===== src/rtl/sfw_pkg.sv =====
// shared constants and types of the serial flash write-protect controller
package sfw_pkg;

	// ==========================================
	// clock and timing
	localparam int unsigned CLK_FREQ_MHZ = 100;
	// self-timed status write cycle, in microseconds
	localparam int unsigned STATUS_WRITE_CYCLE_TIME_US = 10000;
	localparam int unsigned STATUS_WRITE_CYCLES = STATUS_WRITE_CYCLE_TIME_US * CLK_FREQ_MHZ;

	// ==========================================
	// protection_status field layout
	localparam int unsigned SR_BUSY_BIT = 0;
	localparam int unsigned SR_WEL_BIT = 1;
	localparam int unsigned SR_BP_LSB = 2;
	localparam int unsigned SR_BP_MSB = 5;
	localparam int unsigned SR_QE_BIT = 6;
	localparam int unsigned SR_STATUS_WRITE_DISABLE_BIT = 7;
	localparam logic [7:0] SR_RESET = 8'h00;
	localparam logic [7:0] SR_WRITABLE_MASK = 8'hFC;

	// ==========================================
	// command codes of the array operations
	localparam logic [7:0] PAGE_PROGRAM_CMD = 8'h02;
	localparam logic [7:0] QUAD_PAGE_PROGRAM_CMD = 8'h38;
	localparam logic [7:0] SECTOR_ERASE_CMD = 8'h20;
	localparam logic [7:0] BLOCK_ERASE_CMD = 8'hD8;
	localparam logic [7:0] CHIP_ERASE_CMD_A = 8'h60;
	localparam logic [7:0] CHIP_ERASE_CMD_B = 8'hC7;

	// ==========================================
	// framing
	localparam int unsigned ADDR_BYTES = 3;
	localparam int unsigned ID_BYTES = 3;

	// ==========================================
	// types
	typedef enum logic [3:0] {
		ST_IDLE,
		ST_CMD,
		ST_TAIL,
		ST_WRDATA,
		ST_ADDR,
		ST_PPDATA,
		ST_STAT,
		ST_ID,
		ST_IDEND,
		ST_IGNORE
	} sfw_state_t;

	typedef enum logic [2:0] {
		OP_PAGE,
		OP_QUAD_PAGE,
		OP_SECTOR,
		OP_BLOCK,
		OP_CHIP
	} sfw_op_t;

endpackage


===== src/rtl/sfw_ctrl.sv =====
// serial flash command interpreter for write enable, identification, status and protection
//
// Behaviour
// - write-enable command framed alone sets the write enable latch
// - write-disable command framed alone clears the write enable latch
// - latch clears at reset and on completion of any modifying command
// - identification shifts out manufacturer byte then two device bytes, 24 bits
// - identification not decoded while busy; busy cycle untouched; standby at deselect
// - status read accepted anytime; status byte repeats while selected
// - status byte: disable 7, quad 6, protect 5..2, latch 1, busy 0
// - busy flag is 1 during program, erase or status write, else 0
// - program, erase and status write refused while latch is 0
// - program or erase aimed at protected area is ignored
// - protect bits change only by status write or reset (cleared); chip erase needs them zero
// - quad enable 0 makes shared pin write-protect; 1 gives quad lines
// - disable flag set with protect pin low blocks status writes
// - status write updates bits 7..2 only, never latch or busy
// - status write is command plus exactly one byte, else rejected
// - status write cycle starts at deselect, busy throughout, then clears latch
// - software protection allows status write when latch is set
// - four-line read mode disables hardware protection
`timescale 1ns/1ns
module sfw_ctrl
	import sfw_pkg::*;
#(
	parameter int unsigned STATUS_WRITE_CYCLES_P = sfw_pkg::STATUS_WRITE_CYCLES,
	parameter logic [7:0] WRITE_ENABLE_CMD = 8'h06,
	parameter logic [7:0] WRITE_DISABLE_CMD = 8'h04,
	parameter logic [7:0] IDENTIFICATION_READ_CMD = 8'h9F,
	parameter logic [7:0] STATUS_READ_CMD = 8'h05,
	parameter logic [7:0] STATUS_WRITE_CMD = 8'h01,
	// identification bytes: arbitrary values
	parameter logic [7:0] MANUFACTURER_CODE = 8'h5A,
	parameter logic [7:0] MEMORY_TYPE_CODE = 8'h3C,
	parameter logic [7:0] DEVICE_CODE = 8'h15
) (
	// clock and reset
	input wire logic clk_i,
	input wire logic arst_n_i,
	// serial pins
	input wire logic cs_n_i,
	input wire logic sclk_i,
	input wire logic si_i,
	output logic so_o,
	output logic so_oe_n_o,
	input wire logic protect_pin_io2_i,
	// array operation port
	output logic op_start_o,
	output sfw_pkg::sfw_op_t op_kind_o,
	output logic [23:0] op_addr_o,
	input wire logic op_done_i,
	input wire logic area_protected_i,
	input wire logic quad_read_active_i,
	// status view
	output logic [3:0] block_protect_o,
	output logic quad_enable_o,
	output logic hw_protect_o,
	output logic busy_o
);

	import sfw_pkg::*;

	// ==========================================
	// reset release
	logic [1:0] rst_sync_q;
	logic rst_n;

	always_ff @(posedge clk_i or negedge arst_n_i)
	begin
		if (!arst_n_i)
			rst_sync_q <= 2'h0;
		else
			rst_sync_q <= {rst_sync_q[0], 1'b1};
	end

	assign rst_n = rst_sync_q[1];

	// ==========================================
	// pin synchronisers
	logic cs_n_s;
	logic sclk_s;
	logic si_s;
	logic wp_s;

	sfw_sync #(
		.W(4),
		.RST_VAL(4'h9)
	) u_sync (
		.clk_i(clk_i),
		.rst_n_i(rst_n),
		.d_i({cs_n_i, sclk_i, si_i, protect_pin_io2_i}),
		.q_o({cs_n_s, sclk_s, si_s, wp_s})
	);

	// ==========================================
	// state
	typedef struct packed {
		sfw_state_t st;
		logic cs_prev;
		logic sclk_prev;
		logic [2:0] bitcnt;
		logic [1:0] bytecnt;
		logic [7:0] shin;
		logic [7:0] cmd;
		logic [23:0] addr;
		logic [7:0] out_sh;
		logic [2:0] outcnt;
		logic [1:0] id_idx;
		logic so;
		logic so_oe_n;
		logic [7:0] sr;
		logic [7:0] sr_pend;
		logic write_enable_latch;
		logic wsr_busy;
		logic [31:0] wsr_cnt;
		logic op_busy;
		logic op_start;
		sfw_op_t op_kind;
	} sfw_ctrl_t;

	sfw_ctrl_t q, n;

	logic sclk_rise;
	logic sclk_fall;
	logic cs_fall;
	logic cs_rise;
	logic busy;
	logic hardware_protection_mode;
	logic [7:0] byte_in;
	logic [7:0] status_byte;
	logic [7:0] id_next;

	assign busy = q.wsr_busy | q.op_busy;
	// the shared pin only guards when it is not a quad line and no quad read is on
	assign hardware_protection_mode = q.sr[SR_STATUS_WRITE_DISABLE_BIT] & ~wp_s & ~q.sr[SR_QE_BIT] & ~quad_read_active_i;

	always_comb
	begin
		status_byte = q.sr;
		status_byte[SR_WEL_BIT] = q.write_enable_latch;
		status_byte[SR_BUSY_BIT] = busy;
	end

	always_comb
	begin
		n = q;
		n.op_start = 1'b0;
		sclk_rise = sclk_s & ~q.sclk_prev;
		sclk_fall = ~sclk_s & q.sclk_prev;
		cs_fall = ~cs_n_s & q.cs_prev;
		cs_rise = cs_n_s & ~q.cs_prev;
		byte_in = {q.shin[6:0], si_s};
		id_next = (q.id_idx == 2'h0) ? MEMORY_TYPE_CODE : DEVICE_CODE;
		n.sclk_prev = sclk_s;
		n.cs_prev = cs_n_s;

		// self-timed cycles run regardless of the serial traffic
		if (q.op_busy && op_done_i)
		begin
			n.op_busy = 1'b0;
			n.write_enable_latch = 1'b0;
		end
		if (q.wsr_busy)
		begin
			if (q.wsr_cnt == 32'h0)
			begin
				n.wsr_busy = 1'b0;
				n.write_enable_latch = 1'b0;
				n.sr = (q.sr & ~SR_WRITABLE_MASK) | (q.sr_pend & SR_WRITABLE_MASK);
			end
			else
				n.wsr_cnt = q.wsr_cnt - 32'h1;
		end

		if (cs_fall)
		begin
			n.st = ST_CMD;
			n.bitcnt = 3'h0;
			n.bytecnt = 2'h0;
			n.so_oe_n = 1'b1;
		end
		else if (cs_rise)
		begin
			// partial frames end here without effect
			n.st = ST_IDLE;
			n.so_oe_n = 1'b1;
			case (q.st)
				ST_TAIL:
				begin
					if (q.cmd == WRITE_ENABLE_CMD)
						n.write_enable_latch = 1'b1;
					else if (q.cmd == WRITE_DISABLE_CMD)
						n.write_enable_latch = 1'b0;
					else if (q.cmd == STATUS_WRITE_CMD)
					begin
						if (q.write_enable_latch && !hardware_protection_mode)
						begin
							n.wsr_busy = 1'b1;
							n.wsr_cnt = 32'(STATUS_WRITE_CYCLES_P - 1);
						end
					end
					else if (q.cmd == CHIP_ERASE_CMD_A || q.cmd == CHIP_ERASE_CMD_B)
					begin
						if (q.write_enable_latch && q.sr[SR_BP_MSB:SR_BP_LSB] == 4'h0)
						begin
							n.op_busy = 1'b1;
							n.op_start = 1'b1;
							n.op_kind = OP_CHIP;
						end
					end
					else if (q.write_enable_latch && !area_protected_i)
					begin
						n.op_busy = 1'b1;
						n.op_start = 1'b1;
						n.op_kind = (q.cmd == SECTOR_ERASE_CMD) ? OP_SECTOR : OP_BLOCK;
					end
				end
				ST_PPDATA:
				begin
					if (q.bitcnt == 3'h0 && q.bytecnt != 2'h0 && q.write_enable_latch && !area_protected_i)
					begin
						n.op_busy = 1'b1;
						n.op_start = 1'b1;
						n.op_kind = (q.cmd == QUAD_PAGE_PROGRAM_CMD) ? OP_QUAD_PAGE : OP_PAGE;
					end
				end
				default:
				begin
				end
			endcase
		end
		else if (!cs_n_s && sclk_rise)
		begin
			n.shin = byte_in;
			n.bitcnt = q.bitcnt + 3'h1;
			case (q.st)
				ST_CMD:
				begin
					if (q.bitcnt == 3'h7)
					begin
						n.cmd = byte_in;
						n.bytecnt = 2'h0;
						n.outcnt = 3'h0;
						if (byte_in == STATUS_READ_CMD)
						begin
							n.st = ST_STAT;
							n.out_sh = status_byte;
						end
						else if (busy)
							n.st = ST_IGNORE;
						else if (byte_in == IDENTIFICATION_READ_CMD)
						begin
							n.st = ST_ID;
							n.out_sh = MANUFACTURER_CODE;
							n.id_idx = 2'h0;
						end
						else if (byte_in == WRITE_ENABLE_CMD || byte_in == WRITE_DISABLE_CMD ||
							byte_in == CHIP_ERASE_CMD_A || byte_in == CHIP_ERASE_CMD_B)
							n.st = ST_TAIL;
						else if (byte_in == STATUS_WRITE_CMD)
							n.st = ST_WRDATA;
						else if (byte_in == PAGE_PROGRAM_CMD || byte_in == QUAD_PAGE_PROGRAM_CMD ||
							byte_in == SECTOR_ERASE_CMD || byte_in == BLOCK_ERASE_CMD)
							n.st = ST_ADDR;
						else
							n.st = ST_IGNORE;
					end
				end
				ST_TAIL:
					// any clock after the last expected bit breaks the byte boundary
					n.st = ST_IGNORE;
				ST_WRDATA:
				begin
					if (q.bitcnt == 3'h7)
					begin
						n.sr_pend = byte_in;
						n.st = ST_TAIL;
					end
				end
				ST_ADDR:
				begin
					if (q.bitcnt == 3'h7)
					begin
						n.addr = {q.addr[15:0], byte_in};
						n.bytecnt = q.bytecnt + 2'h1;
						if (q.bytecnt == 2'(ADDR_BYTES - 1))
						begin
							n.bytecnt = 2'h0;
							n.st = (q.cmd == SECTOR_ERASE_CMD || q.cmd == BLOCK_ERASE_CMD) ? ST_TAIL : ST_PPDATA;
						end
					end
				end
				ST_PPDATA:
				begin
					// data bytes are not stored or passed on; only a boundary flag is kept here
					if (q.bitcnt == 3'h7)
						n.bytecnt = 2'h1;
				end
				default:
				begin
				end
			endcase
		end
		else if (!cs_n_s && sclk_fall)
		begin
			case (q.st)
				ST_STAT, ST_ID:
				begin
					n.so = q.out_sh[7];
					n.so_oe_n = 1'b0;
					n.outcnt = q.outcnt + 3'h1;
					n.out_sh = {q.out_sh[6:0], 1'b0};
					if (q.outcnt == 3'h7)
					begin
						if (q.st == ST_STAT)
							n.out_sh = status_byte;
						else
						begin
							n.out_sh = id_next;
							n.id_idx = q.id_idx + 2'h1;
							if (q.id_idx == 2'(ID_BYTES - 1))
								n.st = ST_IDEND;
						end
					end
				end
				ST_IDEND:
				begin
					n.so_oe_n = 1'b1;
					n.st = ST_IGNORE;
				end
				default:
				begin
				end
			endcase
		end
	end

	always_ff @(posedge clk_i or negedge rst_n)
	begin
		if (!rst_n)
		begin
			q <= '0;
			q.st <= ST_IDLE;
			q.cs_prev <= 1'b1;
			q.so_oe_n <= 1'b1;
			q.sr <= SR_RESET;
			q.write_enable_latch <= 1'b0;
			q.op_kind <= OP_PAGE;
		end
		else
			q <= n;
	end

	// ==========================================
	// outputs
	assign so_o = q.so;
	assign so_oe_n_o = q.so_oe_n;
	assign op_start_o = q.op_start;
	assign op_kind_o = q.op_kind;
	assign op_addr_o = q.addr;
	assign block_protect_o = q.sr[SR_BP_MSB:SR_BP_LSB];
	assign quad_enable_o = q.sr[SR_QE_BIT];
	assign hw_protect_o = hardware_protection_mode;
	assign busy_o = busy;

endmodule


===== src/rtl/sfw_sync.sv =====
// three-flop pin synchroniser with agreement filter
`timescale 1ns/1ns
module sfw_sync #(
	parameter int unsigned W = 1,
	parameter logic [W-1:0] RST_VAL = '0
) (
	// clock and reset
	input wire logic clk_i,
	input wire logic rst_n_i,
	// pins and filtered copy
	input wire logic [W-1:0] d_i,
	output logic [W-1:0] q_o
);

	typedef struct packed {
		logic [W-1:0] s1;
		logic [W-1:0] s2;
		logic [W-1:0] s3;
		logic [W-1:0] val;
	} sfw_sync_t;

	sfw_sync_t q, n;

	// a bit changes only once stages two and three agree
	always_comb
	begin
		n = q;
		n.s1 = d_i;
		n.s2 = q.s1;
		n.s3 = q.s2;
		n.val = (q.s2 & q.s3) | (q.val & (q.s2 | q.s3));
	end

	always_ff @(posedge clk_i or negedge rst_n_i)
	begin
		if (!rst_n_i)
			q <= {RST_VAL, RST_VAL, RST_VAL, RST_VAL};
		else
			q <= n;
	end

	assign q_o = q.val;

endmodule


===== config.mk =====
export PLATFORM = sky130hd
export DESIGN_NAME = sfw_ctrl
export DESIGN_NICKNAME = d
export VERILOG_FILES = /design/src/rtl/sfw_pkg.sv /design/src/rtl/sfw_ctrl.sv /design/src/rtl/sfw_sync.sv
export SDC_FILE = /design/constraint.sdc
export NUM_CORES = 1
export LEC_CHECK = 0
export ABC_AREA = 1
export BUFFER_PORTS_ARGS = -buffer_cell sky130_fd_sc_hd__buf_2
export CORE_ASPECT_RATIO = 1.2
export CORE_MARGIN = 4
export CORE_UTILIZATION = 30
export CTS_CLUSTER_DIAMETER = 200
export DETAILED_ROUTE_END_ITERATION = 10
export HOLD_SLACK_MARGIN = 0.06
export SKIP_LAST_GASP = 1
export SLEW_MARGIN = 20
export SYNTH_ARGS = -nofsm -noshare
export SYNTH_HDL_FRONTEND = slang
export SYNTH_SLANG_ARGS = --single-unit
export TNS_END_PERCENT = 50

===== constraint.sdc =====
create_clock -name clk_i -period 9.9 [get_ports clk_i]
set_input_delay 0.495 -clock clk_i [delete_from_list [all_inputs] [get_ports clk_i]]
set_output_delay 0.495 -clock clk_i [all_outputs]
set_load 0.02 [all_outputs]

After elaboration in Yosys (flattened, before gate mapping). Cells that the tools add are included.

$add $sub $neg: 5. Equal/unequal tests: 58. Multiplexer cells: 74. Bitwise gates (word level): 23. Reduce and logical (&&, ||, !) cells: 50.

Operator list (number): 39-bit 2-to-1 mux (2); 38-bit 2-to-1 mux (2); 34-bit 2-to-1 mux (2); 4-bit 2-to-1 mux (17); 33-bit 2-to-1 mux (2); 59-bit 2-to-1 mux (1); 8-bit 2-to-1 mux (7); 24-bit 2-to-1 mux (2); 45-bit 2-to-1 mux (1); 8-bit by 3-bit == test with 1-bit output (second input constant) (5); 8-bit == test (second input constant) (5); 13-bit 2-to-1 mux (3); 5-bit inequality test (second input constant) (7); 8-bit by 6-bit == test with 1-bit output (second input constant) (4); 32-bit logical NOT (1); 32-bit 2-to-1 mux (1); 32-bit by 1-bit subtractor with 32-bit output (second input constant) (1); 5-bit 2-to-1 mux (6); 2-bit 2-to-1 mux (11); 5-bit AND reduction (4); 3-bit inequality test (second input constant) (6); 4-bit by 3-bit == test with 1-bit output (second input constant) (4); 8-bit by 1-bit == test with 1-bit output (second input constant) (2); 8-bit by 7-bit == test with 1-bit output (second input constant) (2); 47 further kinds (112).

Bits in registers: 139. Output and inout bits: 37. Logic and storage cells: 236.

Logic depth before layout (Yosys ltp). Gate-level depths: netlist of the first run.

Depth after elaboration: 15. Gate-level depth with buffers: 14.

Hierarchy. Synthesis of the first run repeated with hierarchy kept, for this count alone.

Cells, all modules: 921. Area, all modules: 7228.2 µm².

By module, submodules not included: sfw_ctrl (instances 1, cells an instance 885, area an instance 6722.7 µm², seq. area each 2955.3 µm²); sfw_sync (instances 1, cells an instance 36, area an instance 505.5 µm², seq. area each 410.4 µm²).

Least setup slack after synthesis of the first run. OpenSTA, ideal clock, no wires.

Kind: flip-flop to flip-flop. Start point: reg u_sync.q, in the netlist u_sync.q_o[3]. End point: reg q, in the netlist op_addr_o[3]. Library setup time: 0.130 ns. Data arrival time: 1.813 ns. Required time: 9.770 ns. Slack: 7.957 ns. Cell stages (with the launch flop): 10. Cells stage by stage: dfstp_2 -> inv_2 -> ha_1 -> inv_1 -> nor2_2 -> nand3_1 -> buf_2 -> buf_2 -> nand2_1 -> o21ai_0.

Cells in the longest elaborated chain, start to end: 4. Elaborated cells between the ends (all ways): 8. Those cells by class: bitwise (5); reduce/logical (3).

RTL lines: start, declared (RTL line sfw_sync.sv:22) `sfw_sync_t q, n;`; start signal, assigned (RTL line sfw_sync.sv:37) `q <= {RST_VAL, RST_VAL, RST_VAL, RST_VAL};`; start signal, assigned (RTL line sfw_sync.sv:39) `q <= n;`; 1-bit NOT (RTL line sfw_ctrl.sv:150) `cs_fall = ~cs_n_s & q.cs_prev;`; 1-bit bitwise AND (RTL line sfw_ctrl.sv:150); 1-bit NOT (no source line); 5-bit AND reduction (no source line) (*); end signal, assigned (RTL line sfw_ctrl.sv:351) `q <= n;`; end, declared (RTL line sfw_ctrl.sv:121) `sfw_ctrl_t q, n;`.

Mark *: on every way between the ends. The rest lies on a longest branch, timed or not. A chain may end at the register's enable or synchronous reset.

Final worst setup path of the first run.
Start point: reg u_sync.q, in the netlist u_sync.q_o[3]. End point: reg q, in the netlist op_addr_o[22].

The elaborated chain is that of the path after synthesis.

==> results of run 1 <==
[how the worst max path moves through the flow]
stage,end,startpoint,depth (start not counted)
global placement,op_addr_o[13],u_sync.q_o[3],7
global route,op_addr_o[2],u_sync.q_o[3],6
CTS,op_addr_o[22],u_sync.q_o[3],6
detailed placement,op_addr_o[16],u_sync.q_o[3],6
finish,op_addr_o[22],u_sync.q_o[3],6
floorplan,block_protect_o[0],rst_sync_q[1],0
[per-layer routing]
layer | vias up | GRT usage, %
met3 | 17 | 2.72
li1 | 2845 | -
met1 | 2582 | 17.8
met2 | 88 | 21.6
met5 | - | 0
met4 | 0 | 5.20
[layout make-up]
class / count / area, um^2 / share of cell area, %
clock inverter: 6 / 111 / 1.39
clock buffer: 26 / 529 / 6.59
sequential: 134 / 3370 / 42.0
inverter: 114 / 428 / 5.33
timing repair buffer: 47 / 243 / 3.02
tap: 315 / 394 / 4.91
multi-input combinational: 584 / 2950 / 36.8
[flip-flops by register name (all words and copies together) (netlist names), 3 cells and up]
name	count
block_protect_o	4
op_addr_o	24
u_sync.q_o	4
byte_in	7
q	74
u_sync.n	8
u_sync.q	4
op_kind_o	3
[power by group through the flow]
stage | clock network, mW | registers (mW) | logic (mW)
after floorplan | 0 | 0.628 | 0.117
after global placement | 0 | 0.632 | 0.161
after detailed placement | 0 | 0.632 | 0.162
after CTS | 0.693 | 0.623 | 0.163
after global routing | 0.720 | 0.628 | 0.188
final | 0.680 | 0.622 | 0.160
[placed cells by master (no fill, tap or decap), types with 4 or more instances in the layout]
master and count:
a21oi_1 30, buf_2 45, nor2_2 11, a31oi_1 8, inv_2 9, xor2_1 8
clkbuf_16 17, nor3_1 12, nor2_4 4, o211ai_1 6, nand4_1 12, maj3_1 4
clkbuf_8 7, ha_1 11, inv_1 105, dfrtp_1 123, nand2_2 8, nor2_1 107
nand2_1 189, nand3_1 67, dfstp_2 10, o21ai_0 73
[per-stage QoR]
stage | area (um^2) | worst slack, ps | util, % | cells
after global placement | 7370 | 7080 | 31.8 | 1193
after floorplan | 7060 | 5910 | - | 879
after CTS | 8030 | 6950 | 34.6 | 1226
after global routing | 8030 | 6550 | 34.6 | 1226
final | 8030 | 7010 | 34.6 | 1226
after detailed placement | 7370 | 6990 | 31.8 | 1193
[critical path: stages, from the launching register on]
cell and delay [ps]:
dfstp_2 570, inv_2 60, ha_1 390, inv_1 80
nor2_2 490, nand3_2 760, o21ai_0 420
[kinds of logic after synthesis]
logic type,share of synthesized area [%]
buffers and inverters,10.6
other,0.0531
adder cells (fa/ha/maj),2.52
AO/OA/AOI/OAI,10.1
XOR/XNOR,1.12
flip-flops,47.7
AND/OR/NAND/NOR,27.9
==> flow_summary.toml, run 1 <==
[pwr]
clockPowerShare_pct = 46.5
p_sw_share_pct = 26.2
p_int_mw = 1.08
power_mw = 1.46
switchingPower_mw = 0.383
vdd_drop_max_v = 0.000126
combPwrFrac_pct = 11.0
powerDensity_mw_per_mm2 = 182
p_leak_nw = 3.82
power_frac_seq_pct = 42.5

[sta]
fmaxAchievable_mhz = 346
fin_worst_skew_ps = 8.44
setup_violations = 0
fin_crit_ps = 2890
maxSlewHeadroom_pct = 40.5
finalCritPeriodShare_pct = 29.2
rsz0062_at_grt = "no"
tns_ps = 0
final-hold-violation-count = 0
worst_hold_slack_ps = 167
slew_viol_final = 0
worst_slew_pin_slew_ps = 892

[clock_network]
cts.path.max_buffers = 2
cts_sinks = 134
cts_resized = 0
cts-root-buf = "clkbuf_16"
cts-buffers-inserted = 17
post_cts_buffers = 0
cts_tree = "yes"
cts_hold_buf = 1
clkTransAtPathRegs_ps = 60
clkLatencyLatePin_ps = 430
htree_levels = 4

[floorplan]
core_area_mm2 = 0.0232
die-area_mm2 = 0.0261
die_x_um = 148
ios = 46
start_util_pct = 30.4
fp.dieH_um = 176
row_count = 61

[logic_synthesis]
async_flop_share_pct = 100
synth-edff-count = 0
synth_common_cells = "189 x nand2_1, 124 x dfrtp_1, 107 x nor2_1"
synthTopCellsByArea = "dfrtp_1 44%, nand2_1 10%, nor2_1 5.7%"
syn_nets = 899
synth_ff_type = "dfrtp_1"
synth_top_area_share_pct = 44.0
postSynthCellCount = 879
seq_area_frac_synth_pct = 47.7
synth_area_leader_cell = "dfrtp_1"
synth-seq-cells = 134
synth_cell_type_count = 45
yosysMostFrequentCell = "nand2_1"
yosys_warnings = 0
syn-cell-area_mm2 = 0.00706
synth_area_per_cell_um2 = 8.03

[layout]
fin_nets = 918
drive_above_1_share_pct = 15.3
area_growth_pct = 13.7
num_antenna_cells = 0
nFillCells = 2476

[worst_setup_path]
regToRegEndpoint = "op_addr_o[22]"
start_kind = "flip-flop"
arrival_ps = 3210
r2r_cells = 6
path_class = "reg -> reg"
r2r_start = "u_sync.q_o[3]"
cp.required_ps = 10210
r2r_setup_slack_ps = 7010
end_kind = "flip-flop"
cp_max_fo = 48

[min_path]
hp-start = "cs_n_i"
min_path_cells = 1
hold_end = "u_sync.n[11]"
holdCritPathClass = "in -> reg"

[grt]
antenna_found_initial = 0
grt_max_degree = 71
first_global_vias = 5634
grt_pass1_wl_um = 28000
grt-ovfl-total = 0
grtUsageTotal_pct = 13.4

[outcome]
status = "finished, final reports clean"

[placed_design]
globalplace.congestion = 0.838
port_buffers = 45
detailed_place_hpwl_um = 11800

[drt]
drc = 0
routed_via_density = 4.51
met3_length_um = 495
postRouteAntennaNets = 0
drt-met1-wl_um = 7840
wl_um = 16300
first_pass_iters = 6
via_count = 5532
top_layer = "met4"
route.met2.wl_um = 7670
drt-wirelength-per-cell_um = 13.3
drt_iter0_drc = 334

[run]
drv_cap = 0
(Power assumes the default switching activity.)
==> run 2, diff against run 1 <==
clock period = 2.6 ns   (was 9.9 ns; I/O delays follow)
==> run 2 against run 1 <==
Against the previous run:
- first-iteration DRC count down 0.30%
- clock skew about the same
- final area rose by 0.47%
- sequential share of layout area fell by 0.20 points
==> flow_summary.toml, run 2 (synthesis gave the netlist of run 1 again) <==
[outcome]
status = "finished, final reports clean"

[clock_network]
cts_hold_buf = 7
cts_resized = 0
cts-buffers-inserted = 17
cts_sinks = 134
cts_tree = "yes"
clkTransAtPathRegs_ps = 60
cts.path.max_buffers = 2
cts-root-buf = "clkbuf_16"
htree_levels = 4
clkLatencyLatePin_ps = 420
post_cts_buffers = 0

[run]
drv_cap = 0

[sta]
slew_viol_final = 0
final-hold-violation-count = 0
rsz0062_at_grt = "no"
maxSlewHeadroom_pct = 60.7
tns_ps = 0
fmaxAchievable_mhz = 447
worst_hold_slack_ps = 183
setup_violations = 0
fin_worst_skew_ps = 8.92
worst_slew_pin_slew_ps = 581
finalCritPeriodShare_pct = 86.0
fin_crit_ps = 2240

[grt]
grt_pass1_wl_um = 28500
first_global_vias = 5741
antenna_found_initial = 0
grt_max_degree = 49
grt-ovfl-total = 0
grtUsageTotal_pct = 13.6

[placed_design]
globalplace.congestion = 0.854
port_buffers = 45
detailed_place_hpwl_um = 12200
dp_cells = 1202

[min_path]
hp-start = "area_protected_i"
holdCritPathClass = "in -> reg"

[layout]
num_antenna_cells = 0
final_cells = 1241
postLayoutCoreUtil_pct = 34.7
largest_reg_flops = 74
final_common_cell = "nand2_1"
regMostFlops = "q"
final_cell_mix = "189 x nand2_1, 123 x dfrtp_1, 107 x nor2_1"
drive_above_1_share_pct = 15.8
nFillCells = 2484
area_growth_pct = 14.2
fin_nets = 933

[floorplan]
fp.dieH_um = 176
row_count = 61
ios = 46
die_x_um = 148
die-area_mm2 = 0.0261
core_area_mm2 = 0.0232
start_util_pct = 30.4

[worst_setup_path]
r2r_start = "u_sync.q_o[3]"
startpoint = "u_sync.q_o[3]"
crit_end = "q[99]"
cp_max_fo = 16
cp.required_ps = 2880
path_class = "reg -> reg"
start_kind = "flip-flop"
arrival_ps = 2520
r2r_setup_slack_ps = 360
end_kind = "flip-flop"
r2r_cells = 8
regToRegEndpoint = "q[99]"

[drt]
drt-wirelength-per-cell_um = 13.2
drc = 0
first_pass_iters = 7
drt_iter0_drc = 333
wl_um = 16400
routed_via_density = 4.53
via_count = 5621
postRouteAntennaNets = 0

[pwr]
powerDensity_mw_per_mm2 = 648
p_leak_nw = 3.84
vdd_drop_max_v = 0.000471
## run 2: cell types whose count changed in the layout (fill, tap and decap cells not counted), sizes merged
| cell | change |
|---|---|
| clkinvlp | +1 |
| clkinv | +5 |
| clkbuf | -4 |
| bufinv | -2 |
| buf | +9 |
| dlygate4sd3 | +6 |
## run 2: area by class of cell
cell class / instances / area (um^2) / share of cell area (%)
clock buffer: 22 / 454 / 5.63
clock inverter: 10 / 83.8 / 1.04
inverter: 114 / 428 / 5.31
multi-input combinational: 584 / 2950 / 36.6
sequential: 134 / 3370 / 41.8
tap: 315 / 394 / 4.89
timing repair buffer: 62 / 383 / 4.75
## run 2: critical path, stage by stage, from the launching register on
cell     delay, ps
dfstp_2        570
inv_2           60
ha_1           390
inv_1           80
nor2_2         140
buf_4          210
nand3_1        380
nand2_1        180
o21ai_0         90
## run 2: how the worst min path moves through the flow
stage,depth (start not counted),to,slack [ps]
final,6,op_kind_o[1],180
after floorplan,0,rst_sync_q[0],-170
after global placement,1,rst_sync_q[0],-80
after global routing,6,op_kind_o[1],240
after CTS,6,op_kind_o[1],170
after detailed placement,1,rst_sync_q[0],-80
## run 2: power by group
group	internal (mW)	switching, mW
Sequential	2.23	0.134
Combinational	0.205	0.437
Clock	1.33	0.891
Total	3.77	1.46
## run 2: per-stage QoR
stage | power [mW] | area (um^2) | setup WS [ps]
2_1_floorplan | 2.84 | 7060 | 381
3_3_place_gp | 3.03 | 7450 | 451
3_5_place_dp | 3.04 | 7450 | 369
4_1_cts | 5.30 | 8060 | 347
5_1_grt | 5.51 | 8060 | 120
6_report | 5.23 | 8060 | 365
## run 2: per-layer routing
layer	track usage, %	routed length (um)
met1	18.0	7750
met5	0	0
met4	6.35	387
met2	21.4	7740
met3	2.70	524
==> run 3, diff against run 2 <==
CORE_ASPECT_RATIO = 0.8   (was 1.2)
CTS_BUF_LIST = sky130_fd_sc_hd__clkbuf_2 sky130_fd_sc_hd__clkbuf_4 sky130_fd_sc_hd__clkbuf_8   (was unset)
MAX_ROUTING_LAYER = met4   (was unset)
==> run 3 against run 2 <==
Against the previous run:
- largest cell class unchanged
- sequential share of layout area increased by 0.79 points
- critical endpoint is now q[17]
- highest routed layer unchanged
- count of clock-buffer cells in the layout decreased by 5
- worst hold slack got worse by 65 ps
- power decreased by 8.0%
- flip-flop and latch count unchanged
==> flow_summary.toml, run 3 (synthesis gave the netlist of run 1 again) <==
[drt]
via_count = 5659
drt_iter0_drc = 376
drc = 0
routed_via_density = 4.59
wl_um = 16300
first_pass_iters = 5
postRouteAntennaNets = 0
drt-wirelength-per-cell_um = 13.2

[sta]
setup_violations = 0
slew_viol_final = 0
finalCritPeriodShare_pct = 82.7
fin_crit_ps = 2150
maxSlewHeadroom_pct = 62.7
worst_slack_ps = 449
worst_slew_pin_slew_ps = 552
rsz0062_at_grt = "no"
fin_worst_skew_ps = 13.9
fmaxAchievable_mhz = 465
tns_ps = 0
final-hold-violation-count = 0

[run]
drv_cap = 0

[worst_setup_path]
path_class = "reg -> reg"
regToRegEndpoint = "q[17]"
r2r_setup_slack_ps = 450
r2r_start = "u_sync.q_o[3]"
cp.required_ps = 2920
end_kind = "flip-flop"
start_kind = "flip-flop"
r2r_cells = 8
cp_max_fo = 10
arrival_ps = 2480

[grt]
busiest_layer = "met1"
first_global_vias = 5351
grtUsageTotal_pct = 13.1
use_met1_pct = 19.9
grt-ovfl-total = 0
grt_max_degree = 49
antenna_found_initial = 0
met2_usage_pct = 17.6
grt_pass1_wl_um = 27700
gr-usage-met3_pct = 2.63

[clock_network]
cts-buffers-inserted = 17
cts_sinks = 134
cts.path.max_buffers = 2
htree_levels = 4
cts-root-buf = "clkbuf_8"
cts_resized = 0
clkLatencyLatePin_ps = 450
clkTransAtPathRegs_ps = 80
cts_tree = "yes"

[layout]
num_antenna_cells = 0
fin_nets = 933
area_growth_pct = 12.1
regMostFlops = "q"
largest_reg_flops = 74
drive_above_1_share_pct = 16.1
nFillCells = 2383
final_cell_mix = "189 x nand2_1, 123 x dfrtp_1, 107 x nor2_1"
final_common_cell = "nand2_1"

[outcome]
status = "finished, final reports clean"

[min_path]
hp-start = "area_protected_i"
min_path_cells = 6
hold_end = "op_kind_o[1]"
holdCritPathClass = "in -> reg"

[placed_design]
globalplace.congestion = 0.895
port_buffers = 45
detailed_place_hpwl_um = 12100
place_ws_ps = 420

[floorplan]
die-area_mm2 = 0.0261
core_area_mm2 = 0.0228
die_x_um = 179
start_util_pct = 30.9
fp.dieH_um = 145
ios = 46
row_count = 49

[pwr]
p_leak_nw = 3.78
powerDensity_mw_per_mm2 = 608
vdd_drop_max_v = 0.000294
run 3: cell types whose count changed in the layout (fill, tap and decap cells not counted), sizes merged:
cell,change
clkinv,-3
bufinv,+1
clkinvlp,+2
clkbuf,-5
inv,+5
run 3: power by group:
group	switching, mW	internal (mW)	total [mW]
combinational	0.451	0.203	0.654
clock	0.915	0.875	1.79
sequential	0.141	2.23	2.37
run 3: worst max-delay path by stage:
stage          depth (start not counted)     startpoint                 end  slack, ps
5_1_grt                                6  u_sync.q_o[3]              q[100]        210
6_report                               8  u_sync.q_o[3]               q[17]        450
3_3_place_gp                           8  u_sync.q_o[3]               q[17]        570
2_1_floorplan                          0  rst_sync_q[1]  block_protect_o[0]        380
4_1_cts                                8  u_sync.q_o[3]               q[17]        410
3_5_place_dp                           8  u_sync.q_o[3]               q[17]        420
run 3: layout make-up:
class	instances	area (um^2)	area share [%]
multi-input combinational	584	2950	37.2
clock buffer	17	234	2.96
tap	306	383	4.84
sequential	134	3370	42.6
timing repair buffer	62	383	4.84
inverter	114	428	5.41
clock inverter	15	170	2.15
run 3: timing repair:
| item | in CTS | in global routing |
|---|---|---|
| hold buffers | 7 | 0 |
| endpoints found under the hold margin | 7 | 0 |
| setup buffers | 0 | 0 |
run 3: through the flow:
step           area [um^2]  hold slack, ps  utilization, %  instances  power (mW)
6_report              7910             118            34.7       1232        4.81
3_3_place_gp          7440           -83.4            32.6       1193        3.04
5_1_grt               7910             131            34.7       1232        5.08
3_5_place_dp          7440           -84.6            32.6       1193        3.05
2_1_floorplan         7060            -166               -        879        2.84
4_1_cts               7910             100            34.7       1232        4.88
run 3: worst max-delay path, cell delays in order (launching register included):
cell and delay (ps):
dfstp_2 590, inv_2 60, ha_1 240, nor2_1 240, inv_1 90, nor2_1 90
nand4_1 450, inv_1 210, a21oi_1 60
run 3: per-layer routing:
metal,up-vias,wire [um]
met2,133,6630
met4,0,148
met1,2639,8700
met3,14,827
li1,2873,-
met5,-,0
